--- config.mk ---
export PLATFORM = sky130hd
export DESIGN_NAME = ues_core
export DESIGN_NICKNAME = d
export VERILOG_FILES = /design/src/rtl/ues_pkg.sv /design/src/rtl/ues_core.sv
export SDC_FILE = /design/constraint.sdc
export NUM_CORES = 1
export LEC_CHECK = 0
export ABC_AREA = 1
export BUFFER_PORTS_ARGS = -buffer_cell sky130_fd_sc_hd__buf_2
export CAP_MARGIN = 20
export CORE_MARGIN = 2
export CORE_UTILIZATION = 30
export DETAILED_ROUTE_END_ITERATION = 8
export GPL_TIMING_DRIVEN = 0
export HOLD_SLACK_MARGIN = 0.08
export SYNTH_ARGS = -nofsm -noshare
export SYNTH_HDL_FRONTEND = slang
export SYNTH_SLANG_ARGS = --single-unit
export TNS_END_PERCENT = 100
--- constraint.sdc ---
create_clock -name aclk -period 3.1 [get_ports aclk]
set_clock_uncertainty 0.2 [all_clocks]
set_input_delay 0.465 -clock aclk [delete_from_list [all_inputs] [get_ports aclk]]
set_output_delay 0.465 -clock aclk [all_outputs]
set_load 0.01 [all_outputs]
--- src/rtl/ues_pkg.sv ---
package ues_pkg;
   localparam logic [7:0] UES_OFF_ERR_FLAGS = 8'h00;
   localparam logic [7:0] UES_OFF_ERR_ENABLES = 8'h04;
   localparam logic [7:0] UES_OFF_XFER_STATUS = 8'h08;
   localparam logic [7:0] UES_OFF_CONTROL = 8'h0C;
   localparam logic [7:0] UES_OFF_INT_CTRL = 8'h10;
   localparam int UES_ERR_PID = 0;
   localparam int UES_ERR_CRC5_EOF = 1;
   localparam int UES_ERR_CRC16 = 2;
   localparam int UES_ERR_DFN8 = 3;
   localparam int UES_ERR_TURN = 4;
   localparam int UES_ERR_DMA = 5;
   localparam int UES_ERR_BMX = 6;
   localparam int UES_ERR_STUFF = 7;
   localparam int UES_CON_ENABLE = 0;
   localparam int UES_CON_REWIND = 1;
   localparam int UES_CON_RESUME = 2;
   localparam int UES_CON_HOST = 3;
   localparam int UES_CON_BUSRST = 4;
   localparam int UES_CON_PACKET_PROCESSING_DISABLE = 5;
   localparam int UES_CON_SE0 = 6;
   localparam int UES_CON_LIVE_J_STATE = 7;
   localparam int UES_INT_TRN = 0;
   localparam int UES_INT_ERR = 1;
   localparam logic [7:0] UES_ENABLES_RESET = 8'h00;
   localparam int UES_FIFO_DEPTH = 4;
   localparam int UES_TURN_BIT_TIMES = 16;
   localparam int UES_BIT_TICK_CYCLES = 1;
   localparam int UES_LS_EOP_CYCLES = 4;
   localparam logic [1:0] UES_RESP_OKAY = 2'h0;
   localparam logic [1:0] UES_RESP_SLVERR = 2'h2;
   typedef struct packed
   {
      logic [3:0] endpoint;
      logic tx;
      logic odd;
   } ues_status_t;
   typedef struct packed
   {
      logic pid_fail;
      logic token_crc_fail;
      logic data_crc_fail;
      logic partial_byte;
      logic stuff_fail;
      logic bus_matrix_fail;
      logic dma_late;
      logic dma_truncate;
   } ues_err_evt_t;
endpackage : ues_pkg

--- src/rtl/ues_core.sv ---
`timescale 1ns/1ps
`default_nettype none
module ues_core
   import ues_pkg::*;
#(
   parameter int FIFO_DEPTH = UES_FIFO_DEPTH
)
(
   input wire logic aclk,
   input wire logic aresetn,
   input wire logic [7:0] s_axi_awaddr,
   input wire logic s_axi_awvalid,
   output logic s_axi_awready,
   input wire logic [31:0] s_axi_wdata,
   input wire logic [3:0] s_axi_wstrb,
   input wire logic s_axi_wvalid,
   output logic s_axi_wready,
   output logic [1:0] s_axi_bresp,
   output logic s_axi_bvalid,
   input wire logic s_axi_bready,
   input wire logic [7:0] s_axi_araddr,
   input wire logic s_axi_arvalid,
   output logic s_axi_arready,
   output logic [31:0] s_axi_rdata,
   output logic [1:0] s_axi_rresp,
   output logic s_axi_rvalid,
   input wire logic s_axi_rready,
   input wire logic line_j_state,
   input wire logic line_se0,
   input wire ues_err_evt_t err_evt,
   input wire logic frame_count_zero,
   input wire logic link_active,
   input wire logic eop_seen,
   input wire logic bit_tick,
   input wire logic awaiting_response,
   input wire logic response_seen,
   input wire logic setup_received,
   input wire logic token_start,
   input wire logic token_done,
   input wire logic xfer_done,
   input wire ues_status_t xfer_info,
   output logic combined_usb_interrupt,
   output logic processing_paused,
   output logic bus_reset_drive,
   output logic resume_drive,
   output logic ls_eop_drive,
   output logic host_logic_reset,
   output logic buffer_pointer_rewind,
   output logic module_enable,
   output logic frame_start_enable,
   output logic host_mode
);
   localparam int PW = $clog2(FIFO_DEPTH);
   logic [1:0] j_sync_reg;
   logic [1:0] se0_sync_reg;
   logic [7:0] err_flags_reg;
   logic [7:0] err_enables_reg;
   logic [7:0] err_set;
   logic [1:0] int_en_reg;
   logic transfer_complete_flag_reg;
   logic [7:0] control_reg;
   logic token_busy_reg;
   logic [4:0] idle_cnt_reg;
   logic idle_run_reg;
   logic [7:0] eop_cnt_reg;
   ues_status_t fifo_mem [FIFO_DEPTH];
   logic [PW-1:0] wr_ptr_reg;
   logic [PW-1:0] rd_ptr_reg;
   logic [PW:0] count_reg;
   logic aw_hold_reg;
   logic w_hold_reg;
   logic [7:0] aw_addr_reg;
   logic [31:0] w_data_reg;
   logic [3:0] w_strb_reg;
   logic wr_fire;
   logic pop;
   logic push;
   logic [7:0] wbyte;

   // pins are asynchronous to aclk
   always_ff @(posedge aclk)
   begin
      if (!aresetn)
      begin
         j_sync_reg <= 2'h0;
         se0_sync_reg <= 2'h0;
      end
      else
      begin
         j_sync_reg <= {j_sync_reg[0], line_j_state};
         se0_sync_reg <= {se0_sync_reg[0], line_se0};
      end
   end

   // axi write channel: address and data taken in either order
   always_ff @(posedge aclk)
   begin
      if (!aresetn)
      begin
         aw_hold_reg <= 1'b0;
         w_hold_reg <= 1'b0;
         aw_addr_reg <= 8'h00;
         w_data_reg <= 32'h0;
         w_strb_reg <= 4'h0;
         s_axi_bvalid <= 1'b0;
         s_axi_bresp <= UES_RESP_OKAY;
      end
      else
      begin
         if (s_axi_awvalid && s_axi_awready)
         begin
            aw_hold_reg <= 1'b1;
            aw_addr_reg <= s_axi_awaddr;
         end
         if (s_axi_wvalid && s_axi_wready)
         begin
            w_hold_reg <= 1'b1;
            w_data_reg <= s_axi_wdata;
            w_strb_reg <= s_axi_wstrb;
         end
         if (wr_fire)
         begin
            aw_hold_reg <= 1'b0;
            w_hold_reg <= 1'b0;
            s_axi_bvalid <= 1'b1;
            s_axi_bresp <= (aw_addr_reg <= UES_OFF_INT_CTRL && aw_addr_reg[1:0] == 2'h0) ?
               UES_RESP_OKAY : UES_RESP_SLVERR;
         end
         else if (s_axi_bvalid && s_axi_bready)
            s_axi_bvalid <= 1'b0;
      end
   end
   assign s_axi_awready = !aw_hold_reg && !s_axi_bvalid;
   assign s_axi_wready = !w_hold_reg && !s_axi_bvalid;
   assign wr_fire = aw_hold_reg && w_hold_reg && !s_axi_bvalid;
   // only the low byte holds register bits, except the interrupt-control flag at bit 8
   assign wbyte = w_strb_reg[0] ? w_data_reg[7:0] : 8'h00;

   function automatic logic wr_to(input logic [7:0] off);
      wr_to = wr_fire && aw_addr_reg == off && w_strb_reg[0];
   endfunction : wr_to

   // error sources, mode-steered on the shared bit 1
   always_comb
   begin
      err_set = 8'h00;
      err_set[UES_ERR_PID] = err_evt.pid_fail;
      err_set[UES_ERR_CRC5_EOF] = control_reg[UES_CON_HOST] ?
         (frame_count_zero && link_active) : err_evt.token_crc_fail;
      err_set[UES_ERR_CRC16] = err_evt.data_crc_fail;
      err_set[UES_ERR_DFN8] = err_evt.partial_byte;
      err_set[UES_ERR_TURN] = idle_run_reg && bit_tick && idle_cnt_reg == 5'(UES_TURN_BIT_TIMES);
      err_set[UES_ERR_DMA] = err_evt.dma_late || err_evt.dma_truncate;
      err_set[UES_ERR_BMX] = err_evt.bus_matrix_fail;
      err_set[UES_ERR_STUFF] = err_evt.stuff_fail;
   end

   // idle counter from eop; counts bit times while a response is awaited
   always_ff @(posedge aclk)
   begin
      if (!aresetn)
      begin
         idle_cnt_reg <= 5'h00;
         idle_run_reg <= 1'b0;
      end
      else if (eop_seen && awaiting_response)
      begin
         idle_cnt_reg <= 5'h00;
         idle_run_reg <= 1'b1;
      end
      else if (response_seen || !awaiting_response)
         idle_run_reg <= 1'b0;
      else if (idle_run_reg && bit_tick)
      begin
         if (idle_cnt_reg == 5'(UES_TURN_BIT_TIMES))
            idle_run_reg <= 1'b0;
         idle_cnt_reg <= idle_cnt_reg + 5'h01;
      end
   end

   // set wins over the write-one clear
   always_ff @(posedge aclk)
   begin
      if (!aresetn)
         err_flags_reg <= 8'h00;
      else if (wr_to(UES_OFF_ERR_FLAGS))
         err_flags_reg <= (err_flags_reg & ~wbyte) | err_set;
      else
         err_flags_reg <= err_flags_reg | err_set;
   end

   always_ff @(posedge aclk)
   begin
      if (!aresetn)
         err_enables_reg <= UES_ENABLES_RESET;
      else if (wr_to(UES_OFF_ERR_ENABLES))
         err_enables_reg <= wbyte;
   end

   // interrupt-control: bit 0 transfer enable, bit 1 general error enable; flag at bit 8
   always_ff @(posedge aclk)
   begin
      if (!aresetn)
         int_en_reg <= 2'h0;
      else if (wr_to(UES_OFF_INT_CTRL))
         int_en_reg <= wbyte[1:0];
   end

   assign push = xfer_done && count_reg != (PW+1)'(FIFO_DEPTH);
   // popping clears the flag; it re-arms next cycle if entries remain
   assign pop = transfer_complete_flag_reg && wr_fire && aw_addr_reg == UES_OFF_INT_CTRL &&
      w_strb_reg[1] && w_data_reg[8];

   always_ff @(posedge aclk)
   begin
      if (!aresetn)
      begin
         wr_ptr_reg <= '0;
         rd_ptr_reg <= '0;
         count_reg <= '0;
      end
      else
      begin
         if (push)
            wr_ptr_reg <= wr_ptr_reg + PW'(1);
         if (pop)
            rd_ptr_reg <= rd_ptr_reg + PW'(1);
         count_reg <= count_reg + (PW+1)'(push) - (PW+1)'(pop);
      end
   end

   always_ff @(posedge aclk)
   begin
      if (push)
         fifo_mem[wr_ptr_reg] <= xfer_info;
   end

   always_ff @(posedge aclk)
   begin
      if (!aresetn)
         transfer_complete_flag_reg <= 1'b0;
      else if (pop)
         transfer_complete_flag_reg <= 1'b0;
      else
         transfer_complete_flag_reg <= count_reg != '0;
   end

   // control bits 5..0; bit 5 is pause in device mode, read as busy in host
   always_ff @(posedge aclk)
   begin
      if (!aresetn)
         control_reg <= 8'h00;
      else
      begin
         if (wr_to(UES_OFF_CONTROL))
         begin
            control_reg[5:0] <= wbyte[5:0]; // bit 1 stands one cycle only: self-clearing strobe
         end
         else
            control_reg[UES_CON_REWIND] <= 1'b0;
         if (setup_received && !control_reg[UES_CON_HOST])
            control_reg[UES_CON_PACKET_PROCESSING_DISABLE] <= 1'b1;
      end
   end

   always_ff @(posedge aclk)
   begin
      if (!aresetn)
         token_busy_reg <= 1'b0;
      else if (host_logic_reset || !control_reg[UES_CON_HOST])
         token_busy_reg <= 1'b0;
      else if (token_start)
         token_busy_reg <= 1'b1;
      else if (token_done)
         token_busy_reg <= 1'b0;
   end

   // low-speed eop stretch after resume is driven in host mode only
   always_ff @(posedge aclk)
   begin
      if (!aresetn)
         eop_cnt_reg <= 8'h00;
      else if (host_logic_reset)
         eop_cnt_reg <= 8'h00;
      else if (control_reg[UES_CON_HOST] && resume_drive && !control_reg[UES_CON_RESUME])
         eop_cnt_reg <= 8'(UES_LS_EOP_CYCLES);
      else if (eop_cnt_reg != 8'h00)
         eop_cnt_reg <= eop_cnt_reg - 8'h01;
   end

   always_ff @(posedge aclk)
   begin
      if (!aresetn)
      begin
         combined_usb_interrupt <= 1'b0;
         processing_paused <= 1'b0;
         bus_reset_drive <= 1'b0;
         resume_drive <= 1'b0;
         ls_eop_drive <= 1'b0;
         host_logic_reset <= 1'b0;
         buffer_pointer_rewind <= 1'b0;
         module_enable <= 1'b0;
         frame_start_enable <= 1'b0;
         host_mode <= 1'b0;
      end
      else
      begin
         combined_usb_interrupt <= (int_en_reg[UES_INT_ERR] && |(err_flags_reg & err_enables_reg)) ||
            (int_en_reg[UES_INT_TRN] && transfer_complete_flag_reg);
         processing_paused <= !control_reg[UES_CON_HOST] && control_reg[UES_CON_PACKET_PROCESSING_DISABLE];
         bus_reset_drive <= control_reg[UES_CON_HOST] && control_reg[UES_CON_BUSRST];
         resume_drive <= control_reg[UES_CON_RESUME];
         ls_eop_drive <= eop_cnt_reg != 8'h00;
         host_logic_reset <= host_mode != control_reg[UES_CON_HOST];
         buffer_pointer_rewind <= control_reg[UES_CON_REWIND];
         module_enable <= !control_reg[UES_CON_HOST] && control_reg[UES_CON_ENABLE];
         frame_start_enable <= control_reg[UES_CON_HOST] && control_reg[UES_CON_ENABLE];
         host_mode <= control_reg[UES_CON_HOST];
      end
   end

   // read channel, one cycle latency; upper 23 bits always zero
   always_ff @(posedge aclk)
   begin
      if (!aresetn)
      begin
         s_axi_rvalid <= 1'b0;
         s_axi_rdata <= 32'h0;
         s_axi_rresp <= UES_RESP_OKAY;
      end
      else if (s_axi_arvalid && s_axi_arready)
      begin
         s_axi_rvalid <= 1'b1;
         s_axi_rresp <= UES_RESP_OKAY;
         unique case (s_axi_araddr)
            UES_OFF_ERR_FLAGS: s_axi_rdata <= {24'h0, err_flags_reg};
            UES_OFF_ERR_ENABLES: s_axi_rdata <= {24'h0, err_enables_reg};
            UES_OFF_XFER_STATUS: s_axi_rdata <= transfer_complete_flag_reg ?
               {24'h0, fifo_mem[rd_ptr_reg], 2'h0} : 32'h0;
            UES_OFF_CONTROL: s_axi_rdata <= {24'h0, j_sync_reg[1], se0_sync_reg[1],
               control_reg[UES_CON_HOST] ? token_busy_reg : control_reg[UES_CON_PACKET_PROCESSING_DISABLE],
               control_reg[4:2], 1'b0, control_reg[0]};
            UES_OFF_INT_CTRL: s_axi_rdata <= {23'h0, transfer_complete_flag_reg, 6'h0, int_en_reg};
            default:
            begin
               s_axi_rdata <= 32'h0;
               s_axi_rresp <= UES_RESP_SLVERR;
            end
         endcase
      end
      else if (s_axi_rready)
         s_axi_rvalid <= 1'b0;
   end
   assign s_axi_arready = !s_axi_rvalid;
endmodule : ues_core
`default_nettype wire

# Word-level counts from Yosys, hierarchy flattened

Memories as Yosys holds them, arrays and structs flattened. A register that Yosys moved wholly into a read port is not among the register bits.
Index checks and enable logic that the tools add are counted.

Output and inout bits: 51
Bits in writable memories: 24
Memories kept: 1
Register bits: 120
Word-level logic and storage cells: 157

Memory list:

| name     | depth | bits a word | rd ports | clocked after Yosys merged registers in | wr ports | line           | RTL |
|---|---|---|---|---|---|---|---|
| fifo_mem | 4     | 6           | 1        | 1                                       | 1        | ues_core.sv:66 | `ues_status_t fifo_mem [FIFO_DEPTH];` |

Mux-type cells: 26
Reductions and logical operators: 69
Bitwise gates (word level): 7
Add/sub/neg operators: 6
Eq/ne operators: 10
Magnitude comparators: 1

Operator list:

| kind                  | count |
|---|---|
| $pmux W9 S5           | 1 |
| $logic_and A1 B1 Y1   | 35 |
| $eq A8 B4 Y1 const B  | 3 |
| $mux W8               | 3 |
| $and A8 B8 Y8         | 2 |
| $eq A8 B3 Y1 const B  | 2 |
| $eq A8 B5 Y1 const B  | 2 |
| $logic_not A8 Y1      | 2 |
| $or A8 B8 Y8          | 2 |
| $mux W1               | 15 |
| $reduce_bool A2 Y1    | 5 |
| $reduce_or A2 Y1      | 5 |
| $reduce_bool A3 Y1    | 3 |
| $le A8 B5 Y1 const B  | 1 |
| $mux W2               | 4 |
| $not A8 Y8            | 1 |
| $reduce_bool A8 Y1    | 1 |
| $reduce_or A8 Y1      | 1 |
| $sub A8 B1 Y8 const B | 1 |
| $logic_not A1 Y1      | 7 |
| $mux W3               | 2 |
| $reduce_and A2 Y1     | 3 |
| $add A5 B1 Y5 const B | 1 |
| $eq A5 B5 Y1 const B  | 1 |
| other kinds (11)      | 16 |

# Longest topological paths before layout

Depth in word-level cells: 8
Mapped depth: 10
Mapped depth without buffers: 10

# Least setup slack after synthesis

No wires, ideal clock.

Kind: reg-to-reg
Start point: reg s_axi_bvalid
End point: reg count_reg[2]
Stages on the path, launching flop included: 11
Buffers on the path: 0
Arrival: 2.016 ns
Required time: 2.829 ns
Slack: 0.813 ns
Library setup time: 0.071 ns
Cell sequence: dfxtp_1 > inv_2 > nand3_2 > nor2_1 > and3_1 > ha_1 > inv_1 > ha_1 > fa_1 > or2_2 > a21oi_1

Longest elaborated chain between the ends: 7

Ends and longest elaborated chain:

| item                              | line            | RTL |
|---|---|---|
| start: declaration                | ues_core.sv:19  | `output logic s_axi_bvalid,` |
| start signal: assignment          | ues_core.sv:105 | `s_axi_bvalid <= 1'b0;` |
| start signal: assignment          | ues_core.sv:125 | `s_axi_bvalid <= 1'b1;` |
| start signal: assignment          | ues_core.sv:130 | `s_axi_bvalid <= 1'b0;` |
| $logic_not A1 Y1                  | ues_core.sv:135 | `assign wr_fire = aw_hold_reg && w_hold_reg && !s_axi_bvalid;` |
| $logic_and A1 B1 Y1               | ues_core.sv:135 |  |
| $logic_and A1 B1 Y1 (3 in series) | ues_core.sv:211 | `assign pop = transfer_complete_flag_reg && wr_fire && aw_addr_reg == UES_OFF_INT_CTRL &&` |
| $logic_and A1 B1 Y1               | ues_core.sv:212 | `w_strb_reg[1] && w_data_reg[8];` |
| net pop                           | ues_core.sv:76  | `logic pop;` |
| $sub A3 B1 Y3                     | ues_core.sv:228 | `count_reg <= count_reg + (PW+1)'(push) - (PW+1)'(pop);` |
| end signal: assignment            | ues_core.sv:228 |  |
| end: declaration                  | ues_core.sv:69  | `logic [PW:0] count_reg;` |

The timed path passes the listed nets, and every way through them passes these cells.
A chain may end at the register's enable or synchronous reset.

# Worst setup path after layout

Start point: reg transfer_complete_flag_reg
End point: reg count_reg[2]

Longest elaborated chain between the ends: 5

Ends and longest elaborated chain:

| item                              | line            | RTL |
|---|---|---|
| start: declaration                | ues_core.sv:60  | `logic transfer_complete_flag_reg;` |
| start signal: assignment          | ues_core.sv:241 | `transfer_complete_flag_reg <= 1'b0;` |
| start signal: assignment          | ues_core.sv:243 | `transfer_complete_flag_reg <= 1'b0;` |
| start signal: assignment          | ues_core.sv:245 | `transfer_complete_flag_reg <= count_reg != '0;` |
| $logic_and A1 B1 Y1 (3 in series) | ues_core.sv:211 |  |
| $logic_and A1 B1 Y1               | ues_core.sv:212 |  |
| net pop                           | ues_core.sv:76  |  |
| $sub A3 B1 Y3                     | ues_core.sv:228 |  |

The timed path passes the listed nets, and every way through them passes these cells.

==> run metrics <==
run status finished, final reports clean; clock slew at the register clock pins of the worst setup and hold paths approximately 0.060 ns; clock period minus final worst setup slack 2.56 ns; Largest register FFs 24; clk buf depth 2; placement-stage cell area between 6000 and 7000 um^2; post-synth design cell area 5240 um^2; detailed-router iteration count before antenna repair 5; worst-case headroom to the max-slew limit 0.506; endpoint class of the critical path flip-flop; net count of the finished layout 889; top cells by area in the synthesized netlist dfxtp_1, edfxtp_1, nor2_1; peak supply drop just over 0.4 mV; Starting DRT DRC Count 225; Clock Sink Count 121; TritonCTS clock tree yes; count of maximum capacitance violations 0; worst hold slack 0.0937 ns; library cell used as clock root buffer clkbuf_16; final period utilization 0.826; top-level I/O count 136; floorplan die area 18600 um^2; site row count 48; Post-Syn Area per Cell around 8 um^2; CP Data Required Time 3.23 ns; DIE HEIGHT about 140 um; area growth from synthesis to final layout 28.4%; cell with the biggest individual delay on the critical path dfxtp_1; cell count after synthesis 659; initial core utilization 0.305; transition at the pin with the smallest max-transition slack 0.740 ns; Finished Core Util 0.392; port bufs between 80 and 90; maximum number of pins on one net before global-route repair 17; sequential share of the synthesized area 0.508; final antenna diode count 0; fillers 1807; fraction of final layout cells with drive strength greater than 1 0.201; Achievable Freq 0.391 GHz; die width roughly 140 um; total of endpoints with negative setup slack in the final report 0; clock latency of the later-clocked register in the worst-skew pair 0.41 ns; area used by sequential logic in the layout 2660 um^2; Final Max Slew Viols 0; critical path peak fanout 3; total power after layout 4.15 mW; number of antenna violations at the first check in global routing 0; leakage component of the power 3.13 nW; list of most frequent post-synthesis cells nor2_1, nand2_1, dfxtp_1; post-synthesis register bit count 121; kind of cell with the highest combined delay on the critical path simple AND/OR/NAND/NOR gates; CTS H-tree depth 4; leading area contributor after synthesis dfxtp_1; global placement routability congestion 0.848; category of the worst setup path launch point flip-flop; via total after detailed routing 4478; routed wire length 12.7 mm; final standard cell area without fillers 6740 um^2; post-DR wirelength/cell 12.3 um; area of combinational cells with multiple inputs 2120 um^2; Overall Global Routing Usage 0.142; DP Wirelength around 9.7 mm; warnings from Yosys 0; number of synthesized flops with an enable pin 24; Async S/R FF share, synth 0; post-synth top area share 0.370; number of global-route vias before repair 4151; unrepaired setup endpoints after global routing false; core area between 15000 and 20000 um^2; number of cells in the design after placement 992; cell area power density 616 nW/um^2; final cell count without fillers 1032; Main synth FF type dfxtp_1; classification of the worst-slack hold path input port to flip-flop; path type of the worst setup path flip-flop to flip-flop; final global-route overflow total 0; Critical path buffers and inverters 2; crit path setup slack, layout between 0.5 and 0.6 ns; number of buffers inserted during clock tree synthesis 17; global-route wire length before repair 20.1 mm; library cell with the highest instance count after synthesis nor2_1; worst-path cell chain inv_1, nor3_1, and3_1, ha_1, inv_1, ha_1, fa_1, or2_2, a21oi_1; Routed Antenna Nets 0; pre-CTS setup slack ~0.54 ns; via count normalized by instance count 4.34; Synth cell types 41; post-cts resize count 0; Crit path largest cell delay 0.39 ns; drc violations 0; Hold Fails Final Rpt 0; Crit path arrival time 2.69 ns; Fin Setup TNS 0 ns
==> layer usage <==
metal | part of all wire | track usage | wire length (um)
met2 | 0.47 | 0.240 | 5980
met5 | 0 | 0 | 0
met1 | 0.46 | 0.174 | 5810
met3 | 0.055 | 0.0410 | 694
met4 | 0.018 | 0.0486 | 231
==> cell usage in the layout (no fill, tap or decap), types with 4 or more instances in the layout <==
cell           count
conb_1            25
o21ai_0           66
nand2_1          105
ha_1               9
buf_4             25
dfxtp_1           97
inv_1             71
nor2_1           121
clkbuf_16         17
a21oi_1           36
nand3_1           29
buf_2             89
clkbuf_1          11
nand4_1            5
nor3_1             5
edfxtp_1          24
clkinv_2           5
dlygate4sd3_1      8
xor2_1             5
bufinv_16          4
==> report_power, final <==
part           internal [mW]  switching (mW)  leakage [nW]
sequential              1.70          0.0504          1.01
clock                   1.36           0.696         0.299
combinational          0.138           0.213          1.82
total                   3.19           0.959          3.13
==> cells by family after synthesis <==
group / Yosys count / synth area share
other cells: 1 / 0.000715
buf+inv: 119 / 0.106
xor+xnor: 7 / 0.0117
compound gates: 118 / 0.120
fa+ha+maj: 10 / 0.0253
simple gates: 283 / 0.229
flops: 121 / 0.508
==> final cells by class <==
| cell class | instances | area share |
|---|---|---|
| Inverter | 77 | 0.0429 |
| Multi-Input combinational cell | 443 | 0.314 |
| Timing Repair Buffer | 92 | 0.0743 |
| Sequential cell | 121 | 0.395 |
| Clock buffer | 19 | 0.0658 |
| Buffer | 42 | 0.0394 |
| Tap cell | 225 | 0.0418 |
| Clock inverter | 13 | 0.0262 |
==> worst register-to-register path, delay by kind of cell (launching register included) <==
family	cells	cell delay (ns)
AOI/OAI and AO/OA	1	0.11
and+or+nand+nor	3	0.91
DFF	1	0.39
buffers and inverters	2	0.16
adders and majority gates	3	0.70
==> path summary, 6_finish.rpt <==
check	cells after the start	slack [ns]	from	endpoint
max reg2reg	9	0.54	transfer_complete_flag_reg$_SDFF_PP0_	count_reg[2]$_SDFF_PN0_
min reg2reg	2	0.21	j_sync_reg[0]$_SDFF_PN0_	j_sync_reg[1]$_SDFF_PN0_
max	9	0.54	transfer_complete_flag_reg$_SDFF_PP0_	count_reg[2]$_SDFF_PN0_
min	3	0.09	token_start	token_busy_reg$_SDFFE_PP0P_
==> timing repair <==
item                                    CTS  global route
endpoints found under the hold margin    21             3
buffers inserted                          0             0
endpoints found under the setup margin    0             0
hold buffers                              6             2
Power figures use the tool's default switching activity.
